==> src/clkgen_pkg.sv <==
// Purpose: Shared constants for the serial port clock generator
// Assumes: APB with 32-bit data, one aligned word per register
// Notes: Offsets are byte addresses
//
// Functional notes
// The generator offers normal async, double-speed async, sync master and sync slave modes, chosen by sync_mode_select.
// In sync mode the transfer clock pin direction picks the internal generator when output and the external pin clock when input.
// The transfer clock pin is used only in sync mode, as an input for a slave and as a driven output for a master.
// A down-counter on the system clock reloads from the divisor at zero and whenever the low divisor byte is written.
// One baud tick is emitted each time the counter reaches zero, giving system clock over divisor plus one.
// The transmit bit clock is the baud tick divided by 16 in normal async, 8 in double-speed async and 2 in sync master.
// Receive recovery takes the baud tick directly and steps through 2, 8 or 16 states chosen by the mode bits.
// The divisor is 12 bits built from high and low parts, legal from 0 to 4095.
// Double speed in async mode cuts the divider from 16 to 8 and the receiver uses 8 samples per bit.
// Software keeps double speed cleared in sync mode; the bit has no effect outside async mode.
// In slave mode the external clock passes a synchroniser and an edge detector, adding two system clock periods; the code adds four.
// The far party keeps the supplied transfer clock below a quarter of the system clock, with margin.
// In sync mode receive data is sampled on the transfer clock edge opposite to the one where transmit data changes.
// With polarity clear data changes on the rising edge and is sampled on the falling edge; set swaps them.
// Software writes the power reduction bit to zero before using the port.
package clkgen_pkg;
	localparam logic [11:0] OFS_CTRL = 12'h000;
	localparam logic [11:0] OFS_DIV_LO = 12'h004;
	localparam logic [11:0] OFS_DIV_HI = 12'h008;
	localparam logic [11:0] OFS_STATUS = 12'h00c;
	localparam int CTRL_SYNC = 0;
	localparam int CTRL_DOUBLE = 1;
	localparam int CTRL_PIN_OUT = 2;
	localparam int CTRL_POLARITY = 3;
	localparam int CTRL_POWER_RED = 4;
	localparam logic [4:0] CTRL_RESET = 5'h10;
	localparam logic [11:0] DIV_RESET = 12'h000;
	localparam int DIV_WIDTH = 12;
	localparam logic [3:0] STATES_NORMAL = 4'hf;
	localparam logic [3:0] STATES_DOUBLE = 4'h7;
	localparam logic [3:0] STATES_SYNC = 4'h1;
	typedef enum logic [1:0] {
		MODE_ASYNC = 2'b00,
		MODE_ASYNC_2X = 2'b01,
		MODE_SYNC_MASTER = 2'b10,
		MODE_SYNC_SLAVE = 2'b11
	} clk_mode_e;
endpackage : clkgen_pkg

==> src/baud_counter.sv <==
// Purpose: Programmable down-counter producing baud ticks
// Assumes: Runs on the system clock
// Notes: Tick rate is clock over divisor plus one
`timescale 1ns/1ns
`default_nettype none
module baud_counter #(
	parameter int WIDTH = clkgen_pkg::DIV_WIDTH
) (
	input wire logic pclk,
	input wire logic presetn,
	input wire logic enable,
	input wire logic [WIDTH-1:0] divisor,
	input wire logic reload,
	output logic tick
);
	logic [WIDTH-1:0] count_q;

	always_ff @(posedge pclk or negedge presetn) begin
		if (!presetn) begin
			count_q <= '0;
		end else if (reload || !enable) begin
			count_q <= divisor;
		end else if (count_q == '0) begin
			count_q <= divisor;
		end else begin
			count_q <= count_q - 1'b1;
		end
	end

	// Zero reached while running; a reload in that cycle suppresses the tick
	assign tick = enable && !reload && (count_q == '0);
endmodule : baud_counter
`default_nettype wire

==> src/usart_clock_gen.sv <==
// Purpose: Clock generation for the serial port: baud divider, four modes, pin clock
// Assumes: APB slave, 32-bit data, single pclk domain
// Notes: Tick and strobe outputs are single-cycle strobes for the shifters
//
// The register offsets and the APB register port are this design's own decisions.
`timescale 1ns/1ns
`default_nettype none
module usart_clock_gen (
	input wire logic pclk,
	input wire logic presetn,
	input wire logic psel,
	input wire logic penable,
	input wire logic pwrite,
	input wire logic [11:0] paddr,
	input wire logic [31:0] pwdata,
	output logic [31:0] prdata,
	output logic pready,
	output logic pslverr,
	input wire logic xck_in,
	output logic xck_out,
	output logic xck_oe,
	output logic tx_bit_tick,
	output logic tx_change,
	output logic rx_sample_tick,
	output logic rx_sync_sample,
	output logic rx_state_wrap,
	output logic [3:0] rx_state,
	output logic [1:0] mode
);
	////////////////////////////////////////////////////////////////////
	// Register file
	logic [4:0] ctrl_q;
	logic [11:0] div_q;
	logic wr_en;
	logic rd_en;
	logic addr_ok;

	assign addr_ok = (paddr == clkgen_pkg::OFS_CTRL) || (paddr == clkgen_pkg::OFS_DIV_LO)
		|| (paddr == clkgen_pkg::OFS_DIV_HI) || (paddr == clkgen_pkg::OFS_STATUS);
	assign wr_en = psel && penable && pwrite && addr_ok;
	assign rd_en = psel && penable && !pwrite;
	assign pready = 1'b1;
	assign pslverr = psel && penable && !addr_ok;

	always_ff @(posedge pclk or negedge presetn) begin
		if (!presetn) begin
			ctrl_q <= clkgen_pkg::CTRL_RESET;
		end else if (wr_en && paddr == clkgen_pkg::OFS_CTRL) begin
			ctrl_q <= pwdata[4:0];
		end
	end

	// Both parts take effect on the next reload; a low write restarts the count at once from the old divisor
	always_ff @(posedge pclk or negedge presetn) begin
		if (!presetn) begin
			div_q <= clkgen_pkg::DIV_RESET;
		end else if (wr_en && paddr == clkgen_pkg::OFS_DIV_LO) begin
			div_q[7:0] <= pwdata[7:0];
		end else if (wr_en && paddr == clkgen_pkg::OFS_DIV_HI) begin
			div_q[11:8] <= pwdata[3:0];
		end
	end

	logic sync_sel;
	logic dbl;
	logic pin_out;
	logic pol;
	logic pwr_red;
	assign sync_sel = ctrl_q[clkgen_pkg::CTRL_SYNC];
	assign dbl = ctrl_q[clkgen_pkg::CTRL_DOUBLE];
	assign pin_out = ctrl_q[clkgen_pkg::CTRL_PIN_OUT];
	assign pol = ctrl_q[clkgen_pkg::CTRL_POLARITY];
	assign pwr_red = ctrl_q[clkgen_pkg::CTRL_POWER_RED];

	////////////////////////////////////////////////////////////////////
	// Mode decode
	clkgen_pkg::clk_mode_e mode_c;
	always_comb begin
		if (!sync_sel) begin
			// Double speed is ignored in sync mode
			mode_c = dbl ? clkgen_pkg::MODE_ASYNC_2X : clkgen_pkg::MODE_ASYNC;
		end else begin
			mode_c = pin_out ? clkgen_pkg::MODE_SYNC_MASTER : clkgen_pkg::MODE_SYNC_SLAVE;
		end
	end
	assign mode = mode_c;

	////////////////////////////////////////////////////////////////////
	// Baud generator
	logic baud_tick;
	logic div_lo_wr;
	assign div_lo_wr = wr_en && (paddr == clkgen_pkg::OFS_DIV_LO);

	baud_counter #(
		.WIDTH(clkgen_pkg::DIV_WIDTH)
	) u_baud (
		.pclk(pclk),
		.presetn(presetn),
		.enable(!pwr_red),
		.divisor(div_q),
		.reload(div_lo_wr),
		.tick(baud_tick)
	);

	////////////////////////////////////////////////////////////////////
	// Receiver recovery state counter driven straight by the baud tick
	logic [3:0] last_state;
	logic [3:0] rx_state_q;
	always_comb begin
		case (mode_c)
			clkgen_pkg::MODE_ASYNC: last_state = clkgen_pkg::STATES_NORMAL;
			clkgen_pkg::MODE_ASYNC_2X: last_state = clkgen_pkg::STATES_DOUBLE;
			default: last_state = clkgen_pkg::STATES_SYNC;
		endcase
	end

	// Mode change returns an out-of-range state to 0 so a shorter cycle cannot overrun
	always_ff @(posedge pclk or negedge presetn) begin
		if (!presetn) begin
			rx_state_q <= 4'h0;
		end else if (rx_state_q > last_state) begin
			rx_state_q <= 4'h0;
		end else if (baud_tick && mode_c != clkgen_pkg::MODE_SYNC_SLAVE) begin
			rx_state_q <= (rx_state_q == last_state) ? 4'h0 : rx_state_q + 4'h1;
		end
	end
	assign rx_state = rx_state_q;
	assign rx_sample_tick = baud_tick && !sync_sel;

	////////////////////////////////////////////////////////////////////
	// Transmit divider: 16, 8 or 2 baud ticks per bit
	logic [3:0] tx_div_q;
	logic tx_wrap;
	assign tx_wrap = baud_tick && (tx_div_q == last_state);
	always_ff @(posedge pclk or negedge presetn) begin
		if (!presetn) begin
			tx_div_q <= 4'h0;
		end else if (tx_div_q > last_state) begin
			tx_div_q <= 4'h0;
		end else if (baud_tick) begin
			tx_div_q <= tx_wrap ? 4'h0 : tx_div_q + 4'h1;
		end
	end

	////////////////////////////////////////////////////////////////////
	// Master clock: toggles on every baud tick, so one bit per two ticks
	logic xck_q;
	always_ff @(posedge pclk or negedge presetn) begin
		if (!presetn) begin
			xck_q <= 1'b0;
		end else if (mode_c != clkgen_pkg::MODE_SYNC_MASTER) begin
			xck_q <= pol; // Idle at the level that makes the first edge a change edge
		end else if (baud_tick) begin
			xck_q <= !xck_q;
		end
	end

	// Pin only driven in master mode; slaves and async leave it as input
	assign xck_out = xck_q;
	assign xck_oe = (mode_c == clkgen_pkg::MODE_SYNC_MASTER);

	logic m_rise;
	logic m_fall;
	assign m_rise = (mode_c == clkgen_pkg::MODE_SYNC_MASTER) && baud_tick && !xck_q;
	assign m_fall = (mode_c == clkgen_pkg::MODE_SYNC_MASTER) && baud_tick && xck_q;

	////////////////////////////////////////////////////////////////////
	// Slave clock path
	logic s_level;
	logic s_rise;
	logic s_fall;
	xck_sync u_sync (
		.pclk(pclk),
		.presetn(presetn),
		.pin_in(xck_in),
		.level(s_level),
		.rise(s_rise),
		.fall(s_fall)
	);

	logic slave;
	logic e_rise;
	logic e_fall;
	assign slave = (mode_c == clkgen_pkg::MODE_SYNC_SLAVE);
	assign e_rise = slave ? s_rise : m_rise;
	assign e_fall = slave ? s_fall : m_fall;

	////////////////////////////////////////////////////////////////////
	// Strobes
	logic tx_bit_q;
	logic tx_chg_q;
	logic rx_smp_q;
	logic wrap_q;
	always_ff @(posedge pclk or negedge presetn) begin
		if (!presetn) begin
			tx_bit_q <= 1'b0;
			tx_chg_q <= 1'b0;
			rx_smp_q <= 1'b0;
			wrap_q <= 1'b0;
		end else begin
			tx_bit_q <= sync_sel ? (pol ? e_fall : e_rise) : tx_wrap;
			tx_chg_q <= sync_sel && (pol ? e_fall : e_rise);
			rx_smp_q <= sync_sel && (pol ? e_rise : e_fall);
			wrap_q <= baud_tick && (rx_state_q == last_state) && !slave;
		end
	end
	assign tx_bit_tick = tx_bit_q;
	assign tx_change = tx_chg_q;
	assign rx_sync_sample = rx_smp_q;
	assign rx_state_wrap = wrap_q;

	////////////////////////////////////////////////////////////////////
	// Read mux; status shows mode, pin clock level and recovery state
	logic [31:0] rd_c;
	always_comb begin
		rd_c = 32'h0000_0000;
		case (paddr)
			clkgen_pkg::OFS_CTRL: rd_c = {27'h0, ctrl_q};
			clkgen_pkg::OFS_DIV_LO: rd_c = {24'h0, div_q[7:0]};
			clkgen_pkg::OFS_DIV_HI: rd_c = {28'h0, div_q[11:8]};
			clkgen_pkg::OFS_STATUS: rd_c = {24'h0, rx_state_q, s_level, xck_q, mode_c};
			default: rd_c = 32'h0000_0000;
		endcase
	end

	always_ff @(posedge pclk or negedge presetn) begin
		if (!presetn) begin
			prdata <= 32'h0000_0000;
		end else if (psel && !penable && !pwrite) begin
			prdata <= rd_c;
		end
	end
	logic unused_rd;
	assign unused_rd = rd_en;
endmodule : usart_clock_gen
`default_nettype wire

==> src/xck_sync.sv <==
// Purpose: Synchroniser and edge detector for the external transfer clock
// Assumes: Pin clock well below a quarter of pclk
// Notes: Four flops, a three-stage chain plus a level flop; a level change counts once stages two and three agree
`timescale 1ns/1ns
`default_nettype none
module xck_sync (
	input wire logic pclk,
	input wire logic presetn,
	input wire logic pin_in,
	output logic level,
	output logic rise,
	output logic fall
);
	logic s1_q;
	logic s2_q;
	logic s3_q;
	logic level_q;

	always_ff @(posedge pclk or negedge presetn) begin
		if (!presetn) begin
			s1_q <= 1'b0;
			s2_q <= 1'b0;
			s3_q <= 1'b0;
			level_q <= 1'b0;
		end else begin
			s1_q <= pin_in;
			s2_q <= s1_q;
			s3_q <= s2_q;
			if (s2_q == s3_q) begin
				level_q <= s3_q;
			end
		end
	end

	assign level = level_q;
	assign rise = (s2_q == s3_q) && s3_q && !level_q;
	assign fall = (s2_q == s3_q) && !s3_q && level_q;
endmodule : xck_sync
`default_nettype wire
==> config.mk <==
export PLATFORM = sky130hd
export DESIGN_NAME = usart_clock_gen
export DESIGN_NICKNAME = d
export VERILOG_FILES = /design/src/clkgen_pkg.sv /design/src/baud_counter.sv /design/src/usart_clock_gen.sv /design/src/xck_sync.sv
export SDC_FILE = /design/constraint.sdc
export NUM_CORES = 1
export LEC_CHECK = 0
export BUFFER_PORTS_ARGS = -buffer_cell sky130_fd_sc_hd__buf_2
export CAP_MARGIN = 20
export CORE_AREA = 2 2 123 89
export CTS_CLUSTER_DIAMETER = 60
export CTS_CLUSTER_SIZE = 10
export DETAILED_ROUTE_END_ITERATION = 10
export DIE_AREA = 0 0 125 91
export PLACE_DENSITY = 0.54
export SYNTH_ARGS = -nofsm -noshare
export SYNTH_HDL_FRONTEND = slang
export SYNTH_SLANG_ARGS = --single-unit
==> constraint.sdc <==
create_clock -name pclk -period 3 [get_ports pclk]
set_input_delay 0.3 -clock pclk [delete_from_list [all_inputs] [get_ports pclk]]
set_output_delay 0.3 -clock pclk [all_outputs]
set_load 0.005 [all_outputs]
==> impl_metrics.env, run 1 <==
export IMPL_crit_type="reg2out"
export IMPL_hpwlAfterDp_mm=5.15
export IMPL_peakVddDrop_mv=0.250
export IMPL_grt_total_usage_pct=12.1
export IMPL_drt_wl_total_mm=6.63
export IMPL_placed_cell_area_um2=3320
export IMPL_ff2ff_setup_slack_ns=0.65
export IMPL_synthCells=292
export IMPL_route_detailed_drc=0
export IMPL_yosys_area_share_simple_pct=17.4
export IMPL_max_freq_mhz=358
export IMPL_via_per_inst=4.65
export IMPL_synth_seq_area_share_pct=45.0
export IMPL_std_cell_rows=31
export IMPL_pin_count=97
export IMPL_layout_drive_gt1_share_pct=25.9
export IMPL_die_area_um2=11400
export IMPL_regToRegStartpoint="u_baud.count_q[0]$_DFF_PN0_"
export IMPL_synth_mux_area_fraction_pct=10.7
export IMPL_arrival_ns=2.50
export IMPL_wire_per_inst_um=13.9
export IMPL_drv_cap=0
export IMPL_cts_tree="yes"
export IMPL_core_um2=10200
export IMPL_slew_viol_final=0
export IMPL_synthFlopType="dfrtp_1"
export IMPL_cp_start_kind="register"
export IMPL_cts_num_sinks=54
export IMPL_period_share_pct=93.2
export IMPL_grt_pass1_wl_mm=11.1
export IMPL_n_antenna_cell=0
export IMPL_final_common_cell="dfrtp_1"
export IMPL_clock_skew_ns=0.00321
export IMPL_antenna_found_initial=0
export IMPL_clk_pin_slew_ns=0.07
export IMPL_p_comb_share_pct=22.8
export IMPL_post_cts_resized=0
export IMPL_finalNetCount=405
export IMPL_vias=2213
export IMPL_worst_r2r_cell_count=7
export IMPL_tightest_slew_ns=0.679
export IMPL_min_path_type="in2async"
export IMPL_critPathMaxStageDelay_ns=0.52
export IMPL_syn_to_final_growth_pct=16.1
export IMPL_grt_pass1_vias=2167
export IMPL_grt_setup_unrepaired="false"
export IMPL_p_int_mw=1.48
export IMPL_r2r_end="tx_bit_tick$_DFF_PN0_"
export IMPL_syn_cell_area_um2=3010
export IMPL_cts_hold_buf=0
export IMPL_grt_max_degree=28
export IMPL_synth_top_family_by_area="simple AND/OR/NAND/NOR gates"
export IMPL_synth_compound_area_share_pct=10.3
export IMPL_antenna_left=0
export IMPL_first_iter_violations=156
export IMPL_place_congestion=0.786
export IMPL_endpoint_kind="primary output"
export IMPL_cts_buffers=5
export IMPL_drtPass1Iterations=4
export IMPL_final_cell_mix="dfrtp_1 (53), buf_2 (47), nand2_1 (28)"
export IMPL_hold_viol=0
export IMPL_fin_setup_tns_ns=0
export IMPL_required_ns=2.70
export IMPL_report_power_total_mw=2.14
export IMPL_yosysWarnings=0
export IMPL_pwr_share_clk_pct=30.9
export IMPL_die_y_um=91
export IMPL_start_util_pct=29.6
export IMPL_status="completed"
export IMPL_min_period_ns=2.80
export IMPL_synth_enable_flop_cells=0
export IMPL_htree_levels=2
export IMPL_ys_async_sr_fraction_pct=100
export IMPL_die_width_um=125
export IMPL_grt_remaining_overflow=0
export IMPL_cts_buffer_depth=2
export IMPL_dp_worst_setup_slack_ns=0.564
export IMPL_cp_slowest_cell="nor4_1"
export IMPL_worstPathMaxFanout=4
export IMPL_syn_area_per_cell_um2=10.3
export IMPL_portBuffers=47
export IMPL_yosys_register_bits=54
export IMPL_setup_viol=0
export IMPL_root_buffer="clkbuf_16"
export IMPL_sequentialPowerShare_pct=46.2
export IMPL_yosys_area_share_xor_xnor_pct=2.91
export IMPL_p_leak_nw=1.65
export IMPL_fin_ws_ns=0.203
export IMPL_crit_chain="inv_1, ha_1, or4b_1, or2_1, nor4_1, nor2b_1, buf_2"
export IMPL_netSwitchingFraction_pct=31.0
export IMPL_ys_types=51
export IMPL_cts_setup_buffers=0
export IMPL_synth_fa_ha_area_share_pct=4.99
export IMPL_fin_area_um2=3490
export IMPL_slew_headroom_pct=54.6
export IMPL_p_sw_mw=0.663
export IMPL_clkLatencyLatePin_ns=0.29
export IMPL_powerDensity_nw_per_um2=613
worst max path at each step:
stage,start,end,slack (ns),cells after the start
3_5_place_dp,u_baud.count_q[0]$_DFF_PN0_,rx_sample_tick,0.56,7
2_1_floorplan,u_baud.count_q[0]$_DFF_PN0_,rx_state[2]$_DFFE_PN0P_,0.87,8
3_3_place_gp,u_baud.count_q[0]$_DFF_PN0_,rx_sample_tick,0.59,7
4_1_cts,u_baud.count_q[0]$_DFF_PN0_,rx_sample_tick,0.23,7
5_1_grt,u_baud.count_q[0]$_DFF_PN0_,rx_sample_tick,0.08,7
6_report,u_baud.count_q[0]$_DFF_PN0_,rx_sample_tick,0.20,7
power by group through the flow:
stage | Clock (mW) | Combinational (mW) | Sequential (mW)
floorplan | 0 | 0.383 | 0.969
CTS | 0.677 | 0.495 | 0.988
global route | 0.715 | 0.569 | 1.01
detailed placement | 0 | 0.491 | 1.00
finish | 0.662 | 0.489 | 0.990
global placement | 0 | 0.477 | 0.995
registers in the layout, summed over array words and instances, names as in the netlist, 4 cells and up:
register and cells:
u_baud.count_q 12, ctrl_q 5, tx_div_q 4, prdata 8, rx_state 4, div_q 12
synth_stat cells (2+ instances only):
master	count	area share [%]
ha_1	12	5.0
nand3_1	11	1.8
xnor2_1	6	1.7
and3_1	2	0.42
o21ai_0	22	3.7
nor2_1	14	1.7
a22o_1	2	0.58
nor4_2	2	0.83
nand2_1	28	3.5
buf_4	26	6.5
nor4_1	2	0.42
nor3_1	6	1.0
a311oi_1	2	0.58
nor2b_1	4	0.83
nand4_1	7	1.5
mux2i_1	4	1.3
or2_1	2	0.42
a21o_1	3	0.75
inv_1	8	1.0
dfrtp_1	53	44
or3_1	4	0.83
o31ai_1	4	1.0
and4_1	2	0.58
xor2_1	4	1.2
mux2_2	17	6.4
conb_1	2	0.25
o41ai_1	2	0.58
nand2b_1	3	0.62
a21oi_1	6	1.0
mux4_2	4	3.0
o211ai_1	2	0.50
clkbuf_1	4	0.50
buf_2	2	0.33
o21ai_1	3	0.50
layout make-up:
cell class / instances / area (um^2)
repair buffers: 54 / 288
flip-flops and latches: 54 / 1350
clock inverters: 3 / 45.0
inverters: 8 / 30.0
fillers: 1047 / 6670
multi-input cells: 220 / 1490
well taps: 132 / 165
clock buffers: 5 / 125
per-layer routing:
metal	vias up	track usage, %	part of all wire [%]
li1	1100	-	-
met1	1052	17.3	51
met2	54	17.9	43
met3	7	3.42	5.4
met4	0	2.96	0.86
met5	-	0	0
kinds of logic (layout without fill, tap and decap cells):
family / Yosys count / after routing
buffers and inverters: 41 / 70
adder cells (fa/ha/maj): 12 / 12
AO/OA/AOI/OAI: 50 / 50
multiplexers: 25 / 25
flip-flops: 54 / 54
other: 2 / 25
AND/OR/NAND/NOR: 98 / 98
XOR/XNOR: 10 / 10
critical path, delay by kind of cell (launching register included):
family / cells / cell delay [ns]
and+or+nand+nor: 4 / 1.44
buffers and inverters: 2 / 0.22
adders and majority gates: 1 / 0.15
DFF: 1 / 0.41
through the flow:
step	std cells	hold WS, ns	util (%)
after floorplan	315	0.00441	-
after global placement	468	0.341	32.7
after detailed placement	468	0.343	32.7
after CTS	476	0.0601	34.4
after global routing	476	0.0844	34.4
final	476	0.0421	34.4
No activity file was read; power rests on OpenSTA's default activity.
==> run 2: changes to the inputs <==
==> constraint.sdc (replaced) <==
create_clock -name pclk -period 3 [get_ports pclk]
set_input_delay 0.3 -clock pclk [delete_from_list [all_inputs] [get_ports pclk]]
set_output_delay 0.3 -clock pclk [all_outputs]
set_load 0.02 [all_outputs]
==> impl_metrics.env, run 2 (synthesized netlist as in run 1, its figures left out) <==
export IMPL_std_cell_rows=31
export IMPL_grt_pass1_vias=2192
export IMPL_clk_pin_slew_ns=0.07
export IMPL_grt_pass1_wl_mm=11.1
export IMPL_layout_drive_gt1_share_pct=25.6
export IMPL_wire_per_inst_um=14.0
export IMPL_p_leak_nw=1.65
export IMPL_slew_viol_final=0
export IMPL_grt_max_degree=23
export IMPL_fin_setup_tns_ns=0
export IMPL_via_per_inst=4.69
export IMPL_n_antenna_cell=0
export IMPL_crit_type="reg2out"
export IMPL_min_path_type="in2reg"
export IMPL_cp_start_kind="register"
export IMPL_final_common_cell="dfrtp_1"
export IMPL_cp_slowest_cell="nor4_1"
export IMPL_first_iter_violations=115
export IMPL_htree_levels=2
export IMPL_clock_skew_ns=0.0100
export IMPL_worstPathMaxFanout=4
export IMPL_root_buffer="clkbuf_16"
export IMPL_die_area_um2=11400
export IMPL_min_period_ns=2.77
export IMPL_fill_cells=1032
export IMPL_drv_cap=0
export IMPL_finalNetCount=405
export IMPL_antenna_left=0
export IMPL_cp_depth=7
export IMPL_cp_endpoint="rx_sample_tick"
export IMPL_antenna_found_initial=0
export IMPL_powerDensity_nw_per_um2=613
export IMPL_period_share_pct=92.4
export IMPL_max_freq_mhz=361
export IMPL_ff2ff_setup_slack_ns=0.68
export IMPL_place_congestion=0.783
export IMPL_status="completed"
export IMPL_drtPass1Iterations=4
export IMPL_critPathBufInv=2
export IMPL_cts_num_sinks=54
export IMPL_regArea_um2=1350
export IMPL_required_ns=2.70
export IMPL_grt_setup_unrepaired="false"
export IMPL_route_detailed_drc=0
export IMPL_grt_remaining_overflow=0
export IMPL_multi_input_area_um2=1490
export IMPL_r2r_end="rx_state[2]$_DFFE_PN0P_"
export IMPL_die_width_um=125
export IMPL_reg_largest_list="div_q x12, u_baud.count_q x12, prdata x8"
export IMPL_core_um2=10200
export IMPL_tightest_slew_ns=0.711
export IMPL_portBuffers=47
export IMPL_drt_wl_total_mm=6.69
export IMPL_report_power_total_mw=2.14
export IMPL_die_y_um=91
export IMPL_worst_r2r_cell_count=7
export IMPL_dp_cells=467
export IMPL_cts_buffer_depth=2
export IMPL_fin_cells=476
export IMPL_cp_startpoint="u_baud.count_q[0]$_DFF_PN0_"
export IMPL_final_util_pct=34.3
export IMPL_start_util_pct=29.6
export IMPL_post_cts_resized=0
export IMPL_grt_total_usage_pct=12.0
export IMPL_vias=2234
export IMPL_critPathMaxStageDelay_ns=0.48
export IMPL_setup_viol=0
export IMPL_final_cell_mix="dfrtp_1 (53), buf_2 (47), nand2_1 (28)"
export IMPL_crit_chain="inv_1, ha_1, or4b_1, or2_1, nor4_1, nor2b_1, buf_2"
export IMPL_syn_to_final_growth_pct=15.9
export IMPL_endpoint_kind="primary output"
export IMPL_crit_family="simple AND/OR/NAND/NOR gates"
export IMPL_regToRegStartpoint="u_baud.count_q[0]$_DFF_PN0_"
export IMPL_pin_count=97
export IMPL_cts_tree="yes"
export IMPL_clkLatencyLatePin_ns=0.29
export IMPL_peakVddDrop_mv=0.332
export IMPL_slew_headroom_pct=52.5
export IMPL_hpwlAfterDp_mm=5.21
export IMPL_arrival_ns=2.47
export IMPL_hold_viol=0
export IMPL_cts_buffers=5
run 2: cell type report:
| type | count | area share (%) |
|---|---|---|
| repair buffers | 54 | 8.33 |
| well taps | 132 | 4.74 |
| inverters | 8 | 0.861 |
| clock buffers | 7 | 4.38 |
| flip-flops and latches | 54 | 38.8 |
| multi-input cells | 220 | 42.6 |
| clock inverters | 1 | 0.251 |
run 2: through the flow:
stage	cell area, um^2	worst slack, ns	hold WS, ns
detailed placement	3310	0.533	0.292
CTS	3490	0.217	0.108
global route	3490	0.0629	0.104
floorplan	3090	0.736	0.00441
finish	3490	0.228	0.111
global placement	3310	0.552	0.294
run 2: worst min-delay path by stage:
stage                                             end  startpoint  cells past startpoint  slack [ns]
final                           u_sync.s1_q$_DFF_PN0_      xck_in                      1        0.11
after global routing            u_sync.s1_q$_DFF_PN0_      xck_in                      1        0.10
after CTS                       u_sync.s1_q$_DFF_PN0_      xck_in                      1        0.11
after detailed placement  u_baud.count_q[8]$_DFF_PN0_     presetn                      1        0.29
after global placement    u_baud.count_q[8]$_DFF_PN0_     presetn                      1        0.29
after floorplan                 ctrl_q[0]$_DFFE_PN0P_     presetn                      0       0.004
run 2: per-layer routing:
layer  track usage (%)  up-vias  wire length [um]  share of wire (%)
li1                  -     1096                 -                  -
met1              17.5     1084              3430                 51
met2              18.2       50              2870                 43
met3              3.01        4               347                5.2
met4              2.22        0                36               0.54
met5                 0        -                 0                  0
run 2: what timing repair did:
action | in CTS | in global routing
endpoints found under the hold margin | 16 | 0
setup endpoints to repair | 0 | 0
setup buffers | 0 | 0
hold buffers | 1 | 0
run 2: power breakdown:
| group | switching [mW] | total (mW) | internal (mW) |
|---|---|---|---|
| clock network | 0.261 | 0.618 | 0.357 |
| registers | 0.140 | 0.988 | 0.848 |
| logic | 0.293 | 0.530 | 0.236 |
run 2: worst reg2reg max path: stages (launching register included):
cell	delay, ns
dfrtp_1	0.40
inv_1	0.08
ha_1	0.14
or4b_1	0.45
or2_1	0.27
or3_1	0.54
o211ai_1	0.23
nand3_1	0.09
==> run 3: changes to the inputs <==
--- a/config.mk
+++ b/config.mk
@@ -5,13 +5,14 @@
 export SDC_FILE = /design/constraint.sdc
 export NUM_CORES = 1
 export LEC_CHECK = 0
+export ABC_AREA = 1
 export BUFFER_PORTS_ARGS = -buffer_cell sky130_fd_sc_hd__buf_2
 export CAP_MARGIN = 20
-export CORE_AREA = 2 2 123 89
+export CORE_AREA = 2 2 127 92
 export CTS_CLUSTER_DIAMETER = 60
-export CTS_CLUSTER_SIZE = 10
+export CTS_CLUSTER_SIZE = 14
 export DETAILED_ROUTE_END_ITERATION = 10
-export DIE_AREA = 0 0 125 91
+export DIE_AREA = 0 0 129 94
 export PLACE_DENSITY = 0.54
 export SYNTH_ARGS = -nofsm -noshare
 export SYNTH_HDL_FRONTEND = slang
==> impl_metrics.env, run 3 <==
export IMPL_place_congestion=0.855
export IMPL_crit_family="simple AND/OR/NAND/NOR gates"
export IMPL_min_period_ns=2.16
export IMPL_final_cell_mix="nand2_1 (92), dfrtp_1 (53), inv_1 (47), buf_2 (47), nor2_1 (31)"
export IMPL_synth_commonest_cells="nand2_1 (92), dfrtp_1 (53), inv_1 (47)"
export IMPL_layout_drive_gt1_share_pct=19.8
export IMPL_synth_seq_area_share_pct=42.0
export IMPL_drtPass1Iterations=4
export IMPL_grt_max_degree=47
export IMPL_yosys_register_bits=54
export IMPL_synth_top_area_share_pct=41.2
export IMPL_arrival_ns=1.86
export IMPL_crit_chain="inv_1, ha_1, inv_1, nor2_1, nand2_1, nor2_4, nand3_4, nor2_1, buf_2"
export IMPL_vias=2611
export IMPL_grt_total_usage_pct=13.1
export IMPL_slew_viol_final=0
export IMPL_drt_wl_total_mm=7.54
export IMPL_wire_per_inst_um=12.5
export IMPL_fin_setup_tns_ns=0
export IMPL_die_width_um=129
export IMPL_hold_viol=0
export IMPL_worstPathMaxFanout=5
export IMPL_synthFlopType="dfrtp_1"
export IMPL_reg_largest_list="div_q x12, u_baud.count_q x12, prdata x8"
export IMPL_grt_setup_unrepaired="false"
export IMPL_slew_headroom_pct=60.3
export IMPL_ys_types=36
export IMPL_syn_cell_area_um2=3220
export IMPL_clock_skew_ns=0.00380
export IMPL_pwr_share_clk_pct=29.4
export IMPL_required_ns=2.70
export IMPL_syn_area_per_cell_um2=8.11
export IMPL_cts_buffer_depth=2
export IMPL_antenna_found_initial=0
export IMPL_syn_to_final_growth_pct=14.8
export IMPL_final_common_cell="nand2_1"
export IMPL_post_cts_resized=0
export IMPL_cp_start_kind="register"
export IMPL_root_buffer="clkbuf_16"
export IMPL_antenna_left=0
export IMPL_powerDensity_nw_per_um2=547
export IMPL_grt_pass1_wl_mm=12.3
export IMPL_period_share_pct=71.9
export IMPL_p_int_mw=1.36
export IMPL_p_sw_mw=0.666
export IMPL_synth_enable_flop_cells=0
export IMPL_yosysWarnings=0
export IMPL_die_area_um2=12100
export IMPL_start_util_pct=29.7
export IMPL_yosysMostFrequentCell="nand2_1"
export IMPL_ys_async_sr_fraction_pct=100
export IMPL_final_util_pct=34.1
export IMPL_n_antenna_cell=0
export IMPL_status="completed"
export IMPL_route_detailed_drc=0
export IMPL_endpoint_kind="primary output"
export IMPL_peakVddDrop_mv=0.256
export IMPL_cts_num_sinks=54
export IMPL_synthCells=397
export IMPL_netSwitchingFraction_pct=32.9
export IMPL_first_iter_violations=157
export IMPL_std_cell_rows=32
export IMPL_grt_remaining_overflow=0
export IMPL_finalNetCount=510
export IMPL_cts_buffers=5
export IMPL_hpwlAfterDp_mm=5.78
export IMPL_drv_cap=0
export IMPL_crit_type="reg2out"
export IMPL_setup_viol=0
export IMPL_sequentialPowerShare_pct=43.8
export IMPL_die_y_um=94
export IMPL_min_path_type="in2reg"
export IMPL_clk_pin_slew_ns=0.07
export IMPL_clkLatencyLatePin_ns=0.29
export IMPL_tightest_slew_ns=0.592
export IMPL_cp_slowest_cell="dfrtp_1"
export IMPL_via_per_inst=4.34
export IMPL_critPathMaxStageDelay_ns=0.40
export IMPL_cts_tree="yes"
export IMPL_p_leak_nw=2.07
export IMPL_synth_area_leaders="dfrtp_1 (41%), nand2_1 (11%), buf_4 (6.1%)"
export IMPL_cts_setup_buffers=0
export IMPL_synth_top_cell_by_area="dfrtp_1"
export IMPL_grt_pass1_vias=2471
export IMPL_htree_levels=2
export IMPL_critPathBufInv=3
export IMPL_portBuffers=47
export IMPL_p_comb_share_pct=26.8
export IMPL_core_um2=10900
export IMPL_max_freq_mhz=464
export IMPL_pin_count=97
[run 3: changes by cell type after synthesis, moves of 8 or more]
| cell | previous run | this run |
|---|---|---|
| nand3_1 | 11 | 25 |
| o21ai_1 | 3 | 14 |
| o21ai_0 | 22 | 14 |
| nand2_1 | 28 | 92 |
| mux2_2 | 17 | 0 |
| nor2_1 | 14 | 31 |
| inv_2 | 0 | 8 |
| inv_1 | 8 | 47 |
[run 3: worst register-to-register path, stage by stage, from the launching register on]
cell	delay (ns)
dfrtp_1	0.51
inv_1	0.19
nand2_1	0.14
ha_1	0.34
a21o_1	0.16
a31oi_1	0.15
nor2_1	0.09
inv_1	0.18
nand2_2	0.08
nand2_1	0.06
nand2_1	0.05
[run 3: power by group through the flow]
stage / logic (mW) / clock network [mW] / registers (mW)
2_1_floorplan: 0.450 / 0 / 0.891
4_1_cts: 0.542 / 0.610 / 0.885
3_5_place_dp: 0.539 / 0 / 0.896
6_report: 0.542 / 0.594 / 0.885
3_3_place_gp: 0.527 / 0 / 0.898
5_1_grt: 0.626 / 0.645 / 0.896
[run 3: final timing paths]
path,from,to,slack (ns),depth (start not counted)
max,u_baud.count_q[0]$_DFF_PN0_,rx_sample_tick,0.84,9
min,xck_in,u_sync.s1_q$_DFF_PN0_,0.11,1
max reg2reg,ctrl_q[0]$_DFFE_PN0P_,rx_state[2]$_DFFE_PN0P_,0.94,10
min reg2reg,u_sync.s1_q$_DFF_PN0_,u_sync.s2_q$_DFF_PN0_,0.35,0
max in group asynchronous,presetn,u_baud.count_q[5]$_DFF_PN0_,1.89,4
min in group asynchronous,presetn,tx_div_q[3]$_DFFE_PN0P_,0.41,2
[run 3: logic make-up (layout without fill, tap and decap cells)]
family	count (synthesis)	in the layout	share of synthesized area [%]
DFF	54	54	42.0
other	2	25	0.233
AOI/OAI and AO/OA	47	47	8.51
buffers and inverters	85	114	13.6
xor gates and xnor gates	13	13	3.54
muxes	4	4	1.24
and+or+nand+nor	180	180	26.2
adders and majority gates	12	12	4.66
[run 3: area by class of cell]
class,count,area (um^2)
inverter,56,215
multi-input combinational,281,1520
clock inverter,1,5.00
tap,153,191
fill,1129,7160
clock buffer,7,143
sequential,54,1350
timing repair buffer,50,273
[run 3: stage by stage]
step	instance area [um^2]	setup WS (ns)	total power [mW]	std cells	hold slack (ns)
2_1_floorplan	3310	1.27	1.34	420	0.00441
3_3_place_gp	3520	1.02	1.43	592	0.333
3_5_place_dp	3520	0.964	1.44	592	0.340
4_1_cts	3660	0.817	2.04	600	0.104
5_1_grt	3690	0.657	2.17	602	0.0933
6_report	3690	0.843	2.02	602	0.107
[run 3: routing by layer]
metal  vias up  wire length [um]  part of all wire [%]  GRT usage, %
met5         -                 0                     0             0
met4         0                68                  0.90          3.44
met3         6               461                   6.1          3.25
met2        69              3130                    41          19.3
met1      1217              3890                    52          19.2
li1       1319                 -                     -             -
[run 3: repair_timing]
item	CTS	global route
setup endpoints to repair	0	0
hold endpoints to repair	0	11
hold buffers	0	1
